File: src/ssrm_pkg.sv
// Package for the sensor status register bank: offsets, field positions,
// reset values, state encodings and the carrier structs shared by the bank.
// Assumes a byte-addressed register port driven by the device's serial front end.
//
// Behaviour
// - A reset sets the reset-seen bit 7 of the status byte and it stays set until the host acknowledges it.
// - Status bits 4 to 3 give the present power state as normal, low, ultra-low or halt.
// - Status bit 2 is high while any channel runs automatic tuning and low otherwise.
// - Status bit 1 is set when a new event needs service and reads zero when nothing is pending.
// - Status bit 0 is high while a normal power update cycle runs and low otherwise.
// - Flag bit 5 follows whether the channel 1 delta is above its touch threshold.
// - Flag bit 4 follows whether the channel 0 delta is above its touch threshold.
// - Flag bit 1 follows whether the channel 1 delta is above its proximity threshold.
// - Flag bit 0 follows whether the channel 0 delta is above its proximity threshold.
// - Wheel flag bit 7 is high when magnet movement is detected and low otherwise.
// - Wheel flag bit 6 gives the rotation sense, zero positive and one negative.
// - Motion and direction flags react to tiny movements, so the host must tolerate direction jitter.
// - Bytes 0x00, 0x01 and 0x02 are read-only product, firmware and hardware codes, the last per supply variant.
// - Ratio, numerator and denominator are 16-bit values split low then high over 0x82 to 0x87.
// - Report rates for normal, low and ultra-low power sit at 0xD3, 0xD4 and 0xD5 beside the other settings.
// - Writing one to bit 6 of the general settings byte clears the reset-seen flag.
package ssrm_pkg;

	////////////////////////////////////////////////////////////////////////////
	// Register offsets
	localparam logic [7:0] ADDR_PRODUCT_CODE   = 8'h00;
	localparam logic [7:0] ADDR_FIRMWARE_CODE  = 8'h01;
	localparam logic [7:0] ADDR_SILICON_CODE   = 8'h02;
	localparam logic [7:0] ADDR_SYSTEM_STATUS  = 8'h10;
	localparam logic [7:0] ADDR_TOUCH_PROX     = 8'h12;
	localparam logic [7:0] ADDR_WHEEL_MOTION   = 8'h14;
	localparam logic [7:0] ADDR_RATIO_LO       = 8'h82;
	localparam logic [7:0] ADDR_RATIO_HI       = 8'h83;
	localparam logic [7:0] ADDR_NUMER_LO       = 8'h84;
	localparam logic [7:0] ADDR_NUMER_HI       = 8'h85;
	localparam logic [7:0] ADDR_DENOM_LO       = 8'h86;
	localparam logic [7:0] ADDR_DENOM_HI       = 8'h87;
	localparam logic [7:0] ADDR_GENERAL_SET    = 8'hD0;
	localparam logic [7:0] ADDR_CHANNEL_EN     = 8'hD1;
	localparam logic [7:0] ADDR_POWER_MODE_SET = 8'hD2;
	localparam logic [7:0] ADDR_RATE_NORMAL    = 8'hD3;
	localparam logic [7:0] ADDR_RATE_LOW       = 8'hD4;
	localparam logic [7:0] ADDR_RATE_ULTRA     = 8'hD5;

	////////////////////////////////////////////////////////////////////////////
	// Field positions
	localparam int unsigned BIT_RESET_SEEN   = 7;
	localparam int unsigned BIT_PWR_HI       = 4;
	localparam int unsigned BIT_PWR_LO       = 3;
	localparam int unsigned BIT_TUNING_BUSY  = 2;
	localparam int unsigned BIT_EVENT        = 1;
	localparam int unsigned BIT_UPDATE       = 0;
	localparam int unsigned BIT_CH1_TOUCH    = 5;
	localparam int unsigned BIT_CH0_TOUCH    = 4;
	localparam int unsigned BIT_CH1_PROX     = 1;
	localparam int unsigned BIT_CH0_PROX     = 0;
	localparam int unsigned BIT_WHEEL_MOVE   = 7;
	localparam int unsigned BIT_WHEEL_DIR    = 6;
	localparam int unsigned BIT_ACK_RESET    = 6;
	localparam int unsigned NUM_SETTINGS     = 6;

	////////////////////////////////////////////////////////////////////////////
	// Reset values of the writable settings bytes
	localparam logic [7:0] RST_SETTING = 8'h00;

	////////////////////////////////////////////////////////////////////////////
	// Power states
	typedef enum logic [1:0] {
		SSRM_PWR_NORMAL = 2'b00,
		SSRM_PWR_LOW    = 2'b01,
		SSRM_PWR_ULTRA  = 2'b10,
		SSRM_PWR_HALT   = 2'b11
	} ssrm_pwr_t;

	////////////////////////////////////////////////////////////////////////////
	// Carriers
	typedef struct packed {
		logic       wr;
		logic       rd;
		logic [7:0] addr;
		logic [7:0] wdata;
	} ssrm_req_t;

	typedef struct packed {
		ssrm_pwr_t  power_state;
		logic       tuning_busy;
		logic       event_pulse;
		logic       update_active;
		logic [1:0] touch_over;   // Bit 1 channel 1, bit 0 channel 0
		logic [1:0] prox_over;    // Bit 1 channel 1, bit 0 channel 0
		logic       wheel_move;
		logic       wheel_neg;
		logic [15:0] ratio;
		logic [15:0] numer;
		logic [15:0] denom;
	} ssrm_core_t;

endpackage : ssrm_pkg

File: src/ssrm_bank.sv
// Top of the sensor status register bank: identity bytes, status and
// outcome flags, wheel output words and power-mode settings.
// Assumes the serial front end presents decoded byte reads and writes.
`timescale 1ns/1ns
module ssrm_bank #(
	parameter logic [7:0] PRODUCT_ID  = 8'h5A,  // Arbitrary value
	parameter logic [7:0] FIRMWARE_ID = 8'h01,  // Arbitrary value
	parameter logic [7:0] SILICON_ID  = 8'hA1   // Arbitrary value, differs per supply variant
) (
	input  wire logic                 ref_clk,      // Core clock 250 MHz
	input  wire logic                 rst,          // Synchronous reset, high
	input  wire ssrm_pkg::ssrm_req_t  req,          // Host byte access
	input  wire ssrm_pkg::ssrm_core_t core,         // Live sensor state
	output logic [7:0]                rdata_q,      // Read data, valid cycle after rd
	output logic                      rvalid_q,     // Read data strobe
	output logic [7:0]                rate_normal,  // Normal mode report rate
	output logic [7:0]                rate_low,     // Low power report rate
	output logic [7:0]                rate_ultra,   // Ultra-low power report rate
	output logic [7:0]                power_set,    // Power mode settings
	output logic [7:0]                channel_en,   // Active channels
	output logic [7:0]                general_set   // General system settings
);
	import ssrm_pkg::*;

	////////////////////////////////////////////////////////////////////////////
	// Decode
	wire logic [NUM_SETTINGS-1:0] set_hit;
	wire logic [NUM_SETTINGS-1:0][7:0] set_bytes;
	wire logic ack_wr;
	wire logic status_rd;

	genvar gi;
	generate
		for (gi = 0; gi < NUM_SETTINGS; gi++) begin : g_dec
			// Only the settings window takes writes; read-only bytes ignore them
			assign set_hit[gi] = req.wr && (req.addr == ADDR_GENERAL_SET + 8'(gi));
		end
	endgenerate

	assign ack_wr    = set_hit[0] && req.wdata[BIT_ACK_RESET];
	assign status_rd = req.rd && (req.addr == ADDR_SYSTEM_STATUS);

	ssrm_settings u_settings (
		.ref_clk (ref_clk),
		.rst     (rst),
		.wr_sel  (set_hit),
		.wdata   (req.wdata),
		.bytes_q (set_bytes)
	);

	assign general_set = set_bytes[0];
	assign channel_en  = set_bytes[1];
	assign power_set   = set_bytes[2];
	assign rate_normal = set_bytes[3];
	assign rate_low    = set_bytes[4];
	assign rate_ultra  = set_bytes[5];

	////////////////////////////////////////////////////////////////////////////
	// Sticky flags: reset-seen and event pending
	logic reset_seen_q;
	logic reset_seen_d;
	logic event_q;
	logic event_d;

	// Reset sets the flag; only the host ack clears it
	assign reset_seen_d = ack_wr ? 1'b0 : reset_seen_q;

	// Event sets win over the read that clears it; a status read consumes the event
	assign event_d = core.event_pulse ? 1'b1 : (status_rd ? 1'b0 : event_q);

	always_ff @(posedge ref_clk) begin
		if (rst) begin
			reset_seen_q <= 1'b1;
			event_q      <= 1'b0;
		end else begin
			reset_seen_q <= reset_seen_d;
			event_q      <= event_d;
		end
	end

	////////////////////////////////////////////////////////////////////////////
	// Byte images of the status, touch and wheel registers, built live from the core and the sticky flags
	wire logic [7:0] status_byte;
	wire logic [7:0] touch_byte;
	wire logic [7:0] wheel_byte;

	assign status_byte = {reset_seen_q, 2'b00, core.power_state,
		core.tuning_busy, event_q, core.update_active};
	assign touch_byte  = {2'b00, core.touch_over[1], core.touch_over[0],
		2'b00, core.prox_over[1], core.prox_over[0]};
	// Direction is passed raw; filtering jitter is left to the host
	assign wheel_byte  = {core.wheel_move, core.wheel_neg, 6'h00};

	////////////////////////////////////////////////////////////////////////////
	// Read multiplexer; unmapped bytes read as zero
	logic [7:0] rmux;
	always_comb begin
		rmux = 8'h00;
		case (req.addr)
			ADDR_PRODUCT_CODE:   rmux = PRODUCT_ID;
			ADDR_FIRMWARE_CODE:  rmux = FIRMWARE_ID;
			ADDR_SILICON_CODE:   rmux = SILICON_ID;
			ADDR_SYSTEM_STATUS:  rmux = status_byte;
			ADDR_TOUCH_PROX:     rmux = touch_byte;
			ADDR_WHEEL_MOTION:   rmux = wheel_byte;
			ADDR_RATIO_LO:       rmux = core.ratio[7:0];
			ADDR_RATIO_HI:       rmux = core.ratio[15:8];
			ADDR_NUMER_LO:       rmux = core.numer[7:0];
			ADDR_NUMER_HI:       rmux = core.numer[15:8];
			ADDR_DENOM_LO:       rmux = core.denom[7:0];
			ADDR_DENOM_HI:       rmux = core.denom[15:8];
			ADDR_GENERAL_SET:    rmux = set_bytes[0];
			ADDR_CHANNEL_EN:     rmux = set_bytes[1];
			ADDR_POWER_MODE_SET: rmux = set_bytes[2];
			ADDR_RATE_NORMAL:    rmux = set_bytes[3];
			ADDR_RATE_LOW:       rmux = set_bytes[4];
			ADDR_RATE_ULTRA:     rmux = set_bytes[5];
			default:             rmux = 8'h00;
		endcase
	end

	// Read data register; only a status read changes stored content, by consuming the event
	always_ff @(posedge ref_clk) begin
		if (rst) begin
			rdata_q  <= 8'h00;
			rvalid_q <= 1'b0;
		end else begin
			rdata_q  <= req.rd ? rmux : rdata_q;
			rvalid_q <= req.rd;
		end
	end
endmodule : ssrm_bank

File: src/ssrm_settings.sv
// Writable settings bytes of the bank at 0xD0 to 0xD5.
// Assumes one-cycle write strobes from the register port.
`timescale 1ns/1ns
module ssrm_settings (
	input  wire logic                               ref_clk,  // Core clock
	input  wire logic                               rst,      // Synchronous reset, high
	input  wire logic [ssrm_pkg::NUM_SETTINGS-1:0]  wr_sel,   // One-hot byte write strobe
	input  wire logic [7:0]                         wdata,    // Write data
	output logic [ssrm_pkg::NUM_SETTINGS-1:0][7:0]  bytes_q   // Stored settings
);
	import ssrm_pkg::*;

	////////////////////////////////////////////////////////////////////////////
	// One flop byte per setting; the ack bit is self-clearing in the general byte
	genvar gi;
	generate
		for (gi = 0; gi < NUM_SETTINGS; gi++) begin : g_set
			always_ff @(posedge ref_clk) begin
				if (rst) begin
					bytes_q[gi] <= RST_SETTING;
				end else if (wr_sel[gi]) begin
					bytes_q[gi] <= (gi == 0) ? (wdata & ~(8'h01 << BIT_ACK_RESET)) : wdata;
				end
			end
		end
	endgenerate

endmodule : ssrm_settings

File: config.mk
export PLATFORM = sky130hd
export DESIGN_NAME = ssrm_bank
export DESIGN_NICKNAME = d
export VERILOG_FILES = /design/src/ssrm_pkg.sv /design/src/ssrm_bank.sv /design/src/ssrm_settings.sv
export SDC_FILE = /design/constraint.sdc
export NUM_CORES = 1
export LEC_CHECK = 0
export ABC_AREA = 1
export BUFFER_PORTS_ARGS = -buffer_cell sky130_fd_sc_hd__buf_4
export CORE_MARGIN = 1.5
export CORE_UTILIZATION = 49
export CTS_CLUSTER_DIAMETER = 200
export DETAILED_ROUTE_END_ITERATION = 6
export GPL_TIMING_DRIVEN = 0
export PLACE_DENSITY = 0.81
export SLEW_MARGIN = 20
export SYNTH_ARGS = -nofsm -noshare
export SYNTH_HDL_FRONTEND = slang
export SYNTH_SLANG_ARGS = --single-unit
export TNS_END_PERCENT = 10
File: constraint.sdc
create_clock -name ref_clk -period 1.71 [get_ports ref_clk]
set_clock_uncertainty 0.1 [all_clocks]
set_input_delay 0.2565 -clock ref_clk [delete_from_list [all_inputs] [get_ports ref_clk]]
set_output_delay 0.2565 -clock ref_clk [all_outputs]
set_load 0.02 [all_outputs]
# Yosys cells after proc, flatten, opt, wreduce, memory -nomap -nowiden
# Cells that the tools add are included.
# totals
word_cells,40
reg_bits,58
inputBits,79
out_inout_bits,57
# classes
n_mux,3
n_eq_ne,17
n_reduce_logical,10
# ops
cell,n
$pmux 8 s18,1
$eq 8x8->1 const B,12
$eq 8x5->1 const B,3
$eq 8x1->1 const B,1
$eq 8x2->1 const B,1
$logic_and 1x1->1,8
$logic_not 8->1,1
$mux 1,2
$reduce_bool 2->1,1

# Longest topological paths before layout
# Gate-level depths: netlist of run 1.
# logic_depth
depth_word,4
ltp_mapped,12
ltp_nobuf,11

# Cells and area by module
# From an unflattened synthesis of run 1, not the netlist that was laid out.
# unflattened
cells_unflattened,566
area_unflattened_um2,3557.2
# by_module_without_submodules
mod,seq_area_each_um2,area_per_inst_um2,instances,cells_per_inst
ssrm_settings,940.9,1915.6,1,262
ssrm_bank,220.2,1641.6,1,304

# Worst setup path before layout of run 1
# Ideal clock, no wire load.
# synth_path
kind,in2reg
startpoint,input req[13] in the netlist's numbering
endpoint,register u_settings.bytes_q[10] in the netlist's numbering
required_time_ns,1.475
setup_time_ns,0.135
cell_stages,9
path_buffers,1
arrival_time_ns,1.174
path_slack_ns,0.301
cell_sequence,inv_1 nand2_1 nor2_8 inv_4 nor2_4 buf_6 nand2_1 nand2_1 a21oi_1
# synth_via
elab_chain_cells,2
# synth_rtl
item,line_no,text
from (decl),ssrm_bank.sv:12,"input wire ssrm_pkg::ssrm_req_t req,"
$eq 8x8->1,ssrm_bank.sv:36,assign set_hit[gi] = req.wr && (req.addr == ADDR_GENERAL_SET + 8'(gi));
$logic_and 1x1->1,ssrm_bank.sv:36,
"to (signal, indexed assignment)",ssrm_settings.sv:22,bytes_q[gi] <= (gi == 0) ? (wdata & ~(8'h01 << BIT_ACK_RESET)) : wdata;
to (decl),ssrm_settings.sv:9,output logic [ssrm_pkg::NUM_SETTINGS-1:0][7:0] bytes_q
# No other way between the ends.
# A chain may end at the register's enable or synchronous reset.

# Final worst setup path of run 1
# layout_path
startpoint,input req[11] in the netlist's numbering
endpoint,register rdata_q[5]
# layout_via
elab_chain_cells,2
word_cells_on_any_way,19
cone_classes,17 x eq/ne; 1 x mux; 1 x reduce/logical
# layout_rtl
item,line_no,text
"$eq 8x8->1, or another cell as far along",ssrm_bank.sv:99,case (req.addr)
$pmux 8 s18 *,ssrm_bank.sv:99,
to (signal assigned),ssrm_bank.sv:128,rdata_q <= req.rd ? rmux : rdata_q;
to (decl),ssrm_bank.sv:14,"output logic [7:0] rdata_q,"
# Every way passes the cells marked *; elsewhere a longest branch is shown, timed or not.

==> qor.yml, run 1 <==
track_usage: 0.3509
yosysTopAreaCell: "dfxtp_1"
dieArea_um2: 7383
routed_wl_mm: 13.12
antenna_found_initial: 0
yosysSeqAreaShare: 0.3446
ir_drop_mv: 0.5673
syn_area_per_cell_um2: 6.685
core.rowCount: 30
clkLatencyLatePin_ps: 350
layout-drive-gt1-share: 0.3041
vias: 4192
setup_violations: 0
period_share: 0.8770
postCtsResizedCells: 0
die-width_um: 85.93
reg2reg_setup_slack_ps: 500
h-tree-depth: 3
cpPeakStageDelay_ps: 290
clockBufferDepth: 2
fin_nets: 725
synth.net_count: 583
crit_path_start_kind: "primary input"
post-cts-setup-buffers: 0
crit_chain: "buf_4 -> inv_1 -> nand2_2 -> nor2_4 -> buf_6 -> nand3_1 -> o21ai_0 -> nor2_1 -> nand4_1 -> nand2_1 -> a21oi_1"
p_per_area_nw_per_um2: 657.3
die_h_um: 85.93
cts_root_buffer: "clkbuf_8"
io_buffers: 131
clk_pin_slew_ps: 70
critPathSlowestCell: "nor2_4"
rsz0062_at_grt: "no"
ys_ff_latch: 58
drt-wirelength-per-cell_um: 17.95
start_util: 0.5015
status: "completed"
path_max_fanout: 10
yosys-top-cells-area: "dfxtp_1 (34%), nand3_1 (18%), nand2_1 (12%)"
worstMarginPinSlew_ps: 587.9
worstPathArrival_ps: 1670
vias_per_cell: 5.735
hold_slack_ps: 52.69
hpwl_mm: 10.13
cp_top_family: "simple AND/OR/NAND/NOR gates"
grt_pass1_vias: 3856
slew_headroom: 0.6081
place.gp.congestion: 0.9453
io_pins: 136
numCtsBuffers: 9
syn_area_um2: 3369
yosysTopAreaCellShare: 0.3446
grt_pass1_wl_mm: 19.60
cp.required_ps: 1890
area.growth.synth_to_final_pct: 38.25
ant_nets: 0
drc: 0
fin_crit_ps: 1500
ys_warn_count: 0
timing.final.hold_violations: 0
clkSinkCount: 58
cap_violations: 0
critPathBufInv: 3
grt_max_degree: 11
drv_slew: 0
core_um2: 6719
endpoint_kind: "flip-flop"
timing.fmax_mhz: 666.8
cts_tree: "yes"
crit_type: "primary input to flip-flop"
dr.first_iter.drc_count: 418
diodes: 0
yosysUniqueCellTypes: 26
first_pass_iters: 6
syn_inst: 504
hold_path_class: "primary input to flip-flop"
fill_cells: 579
leakagePower_uw: 0.002086
tns_ps: 0
cts-hold-fix-buffers: 0
grt_overflow: 0
[state kept, by name, summed over array words and instances (netlist names)]
register,cells
u_settings.bytes_q,47
reset_seen_q,1
rdata_q,8
event_q,1
rvalid_q,1
[metal layers]
layer / share of wire / vias up / GRT usage
met5: 0 / - / 0
met3: 0.12 / 51 / 0.07411
li1: - / 1986 / -
met2: 0.46 / 318 / 0.5770
met1: 0.38 / 1837 / 0.4362
met4: 0.039 / 0 / 0.1730
[per-stage QoR]
stage,setup slack (ps),util,std cells,total power (uW),area (um^2)
finish,210.3,0.6933,731,3062,4658
global placement,-49.68,0.6628,715,1759,4453
floorplan,300.6,-,504,1540,3369
CTS,260.9,0.6933,731,3055,4658
global route,78.04,0.6933,731,3137,4658
detailed placement,-86.23,0.6628,715,1760,4453
[path summary, 6_finish.rpt]
check	from	to	cells past startpoint
worst max-delay path	req[11]	rdata_q[5]	11
worst min-delay path	core[55]	event_q	3
worst max register to register	u_settings.bytes_q[33]	rdata_q[1]	6
worst min register to register	u_settings.bytes_q[25]	u_settings.bytes_q[25]	2
[layout make-up]
cell class              count  area (um^2)  share of cell area
clock inverters             4        50.05             0.01074
plain buffers              31        201.4             0.04324
well taps                  80        100.1             0.02149
flip-flops and latches     58         1161              0.2493
clock buffers              12        155.1             0.03331
multi-input cells         381         1877              0.4029
repair buffers            131        983.4              0.2111
inverters                  34        130.1             0.02793
[where the power goes]
part / internal, uW / switching (uW)
registers: 1360 / 4.01
clock network: 750 / 572
logic: 161 / 219
total: 2270 / 794
[Yosys cell counts]
cell and number:
nor2_1 34, nand4_1 23, clkbuf_1 9, o21ai_0 17, buf_2 6, nand2_2 10, inv_4 1, inv_1 28
nor2_4 9, nand3_1 119, nand2_1 104, buf_4 8, nand2_4 1, and2_1 1, inv_2 5, a21oi_1 54
buf_1 2, o21bai_1 2, clkbuf_8 1, conb_1 1, buf_6 5, nand3_2 2, dfxtp_1 58, nor2_8 1
nor2_2 1, a21oi_2 2
[cells in the final DEF (no fill, tap or decap), types with 5 or more instances in the layout]
master    Yosys  final
buf_2         6      6
buf_6         5      5
clkbuf_1      9     10
clkbuf_8      1     12
buf_4         8    139
o21ai_0      17     17
nand2_1     104    104
nand2_2      10     10
a21oi_1      54     54
nor2_1       34     34
inv_2         5      5
nand3_1     119    119
dfxtp_1      58     58
nor2_4        9      9
nand4_1      23     23
inv_1        28     28
[logic make-up (layout without fill, tap and decap cells)]
group	Yosys count	count (layout)	synth area share
AOI/OAI and AO/OA	75	75	0.1151
buffers and inverters	65	212	0.09840
and+or+nand+nor	305	305	0.4408
DFF	58	58	0.3446
other	1	1	0.001113
[worst register-to-register path: stages, from the launching register on]
cell      delay (ps)
dfxtp_1          320
inv_1            100
nor2_1            80
nor2_1           160
nand3_1          100
o21bai_1         140
a21oi_1           90
(Power assumes the default switching activity.)
==> run 2: changes to the inputs <==
BUFFER_PORTS_ARGS = -buffer_cell sky130_fd_sc_hd__buf_2   (was -buffer_cell sky130_fd_sc_hd__buf_4)
TNS_END_PERCENT = unset   (was 10)
==> run 2 against run 1 <==
Effect of this change:
- wire length is 3.1% lower
- worst hold slack got worse by 4.5 ps
- via count is 2.0% higher
- sequential share of layout area increased by 1.7 points
- setup slack improved by 1.1 ps
- fmax about the same
==> qor.yml, run 2 (synthesis results as in run 1) <==
status: "completed"
die_h_um: 85.93
cp_common_cell: "nand2_1"
top_register: "u_settings.bytes_q"
grt_overflow: 0
cts-hold-fix-buffers: 0
layout_common_cells: "buf_2 (137), nand3_1 (119), nand2_1 (104)"
vias_per_cell: 5.848
first_pass_iters: 5
period_share: 0.8764
track_usage: 0.3419
die-width_um: 85.93
grt_max_degree: 12
cpPeakStageDelay_ps: 220
area.growth.synth_to_final_pct: 29.60
clk_pin_slew_ps: 70
critPathBufInv: 3
layout-drive-gt1-share: 0.3057
io_buffers: 131
hpwl_mm: 9.675
cap_violations: 0
hold_slack_ps: 48.21
hold_path_class: "primary input to flip-flop"
rsz0062_at_grt: "no"
setup_violations: 0
cts_root_buffer: "clkbuf_8"
cp.required_ps: 1890
crit_chain: "buf_2 -> inv_1 -> nand2_1 -> nor2_8 -> nand2_2 -> inv_2 -> nand2_1 -> o21ai_0 -> nor2_1 -> nand3_1 -> nand2_1 -> a21oi_1"
routed_wl_mm: 12.71
critPathSlowestCell: "nor2_8"
drv_slew: 0
clkLatencyLatePin_ps: 350
grt_pass1_vias: 3725
core_um2: 6719
timing.fmax_mhz: 667.3
crit_path_start_kind: "primary input"
clockBufferDepth: 2
dr.first_iter.drc_count: 434
drc: 0
post-cts-setup-buffers: 0
timing.final.hold_violations: 0
fin_crit_ps: 1499
reg.largest.list: "u_settings.bytes_q: 47 flops, rdata_q: 8 flops"
postCtsResizedCells: 0
io_pins: 136
fin_nets: 725
ir_drop_mv: 0.5693
p_per_area_nw_per_um2: 745.8
core.rowCount: 30
leakagePower_uw: 0.002052
place.gp.congestion: 0.9379
h-tree-depth: 3
endpoint_kind: "flip-flop"
numCtsBuffers: 9
drt-wirelength-per-cell_um: 17.39
worstPathArrival_ps: 1680
vias: 4275
grt_pass1_wl_mm: 19.14
diodes: 0
slew_headroom: 0.6265
dieArea_um2: 7383
cp_top_family: "simple AND/OR/NAND/NOR gates"
start_util: 0.5015
ant_nets: 0
crit_type: "primary input to flip-flop"
largest_reg_flops: 47
p_total_uw: 3257
final_common_cell: "buf_2"
path_max_fanout: 10
cts_tree: "yes"
clkSinkCount: 58
worstMarginPinSlew_ps: 560.3
antenna_found_initial: 0
run 2: cell count changes in the layout (fill, tap and decap cells not counted), moves of 2 or more:
cell,change
buf_2,+131
buf_4,-131
bufinv_16,+2
clkbuf_8,-2
clkinv_4,+2
clkinvlp_4,-2
run 2: metrics by stage:
step	cell area [um^2]	instances	utilization	setup TNS (ps)	setup slack (ps)
floorplan	3369	504	-	0	300.6
global placement	4125	715	0.6140	-483.5	-57.71
detailed placement	4125	715	0.6140	-1200	-72.99
CTS	4367	731	0.6499	0	273.1
global route	4367	731	0.6499	0	87.18
finish	4367	731	0.6499	0	211.4
run 2: tightest hold or removal path, stage by stage:
cell     delay (ps)
buf_2           100
a21oi_1          40
nor2_1           70
run 2: where the power goes:
part | internal, uW | switching (uW) | total, uW | leakage [uW]
registers | 1360 | 3.10 | 1360 | 0.000468
clock network | 967 | 601 | 1570 | 0.000123
logic | 111 | 218 | 329 | 0.00146
total | 2430 | 823 | 3260 | 0.00205
run 2: layer usage:
metal / vias to the layer above / part of all wire / track usage
met5: - / 0 / 0
met4: 0 / 0.040 / 0.1642
met3: 44 / 0.10 / 0.06064
met2: 294 / 0.45 / 0.5404
met1: 1947 / 0.40 / 0.4516
li1: 1990 / - / -
run 2: worst paths after layout:
path / startpoint / endpoint / slack, ps / cells past startpoint
setup / recovery: req[13] / rdata_q[3] / 210 / 12
hold / removal: core[55] / event_q / 50 / 3
setup reg to reg: u_settings.bytes_q[43] / rdata_q[3] / 470 / 6
hold reg to reg: rdata_q[4] / rdata_q[4] / 360 / 2
run 2: layout make-up:
class | count | area [um^2]
clock inverters | 7 | 117.6
plain buffers | 31 | 201.4
clock buffers | 9 | 123.9
repair buffers | 131 | 655.6
fillers | 639 | 2352
well taps | 80 | 100.1
flip-flops and latches | 58 | 1161
multi-input cells | 381 | 1877
inverters | 34 | 130.1
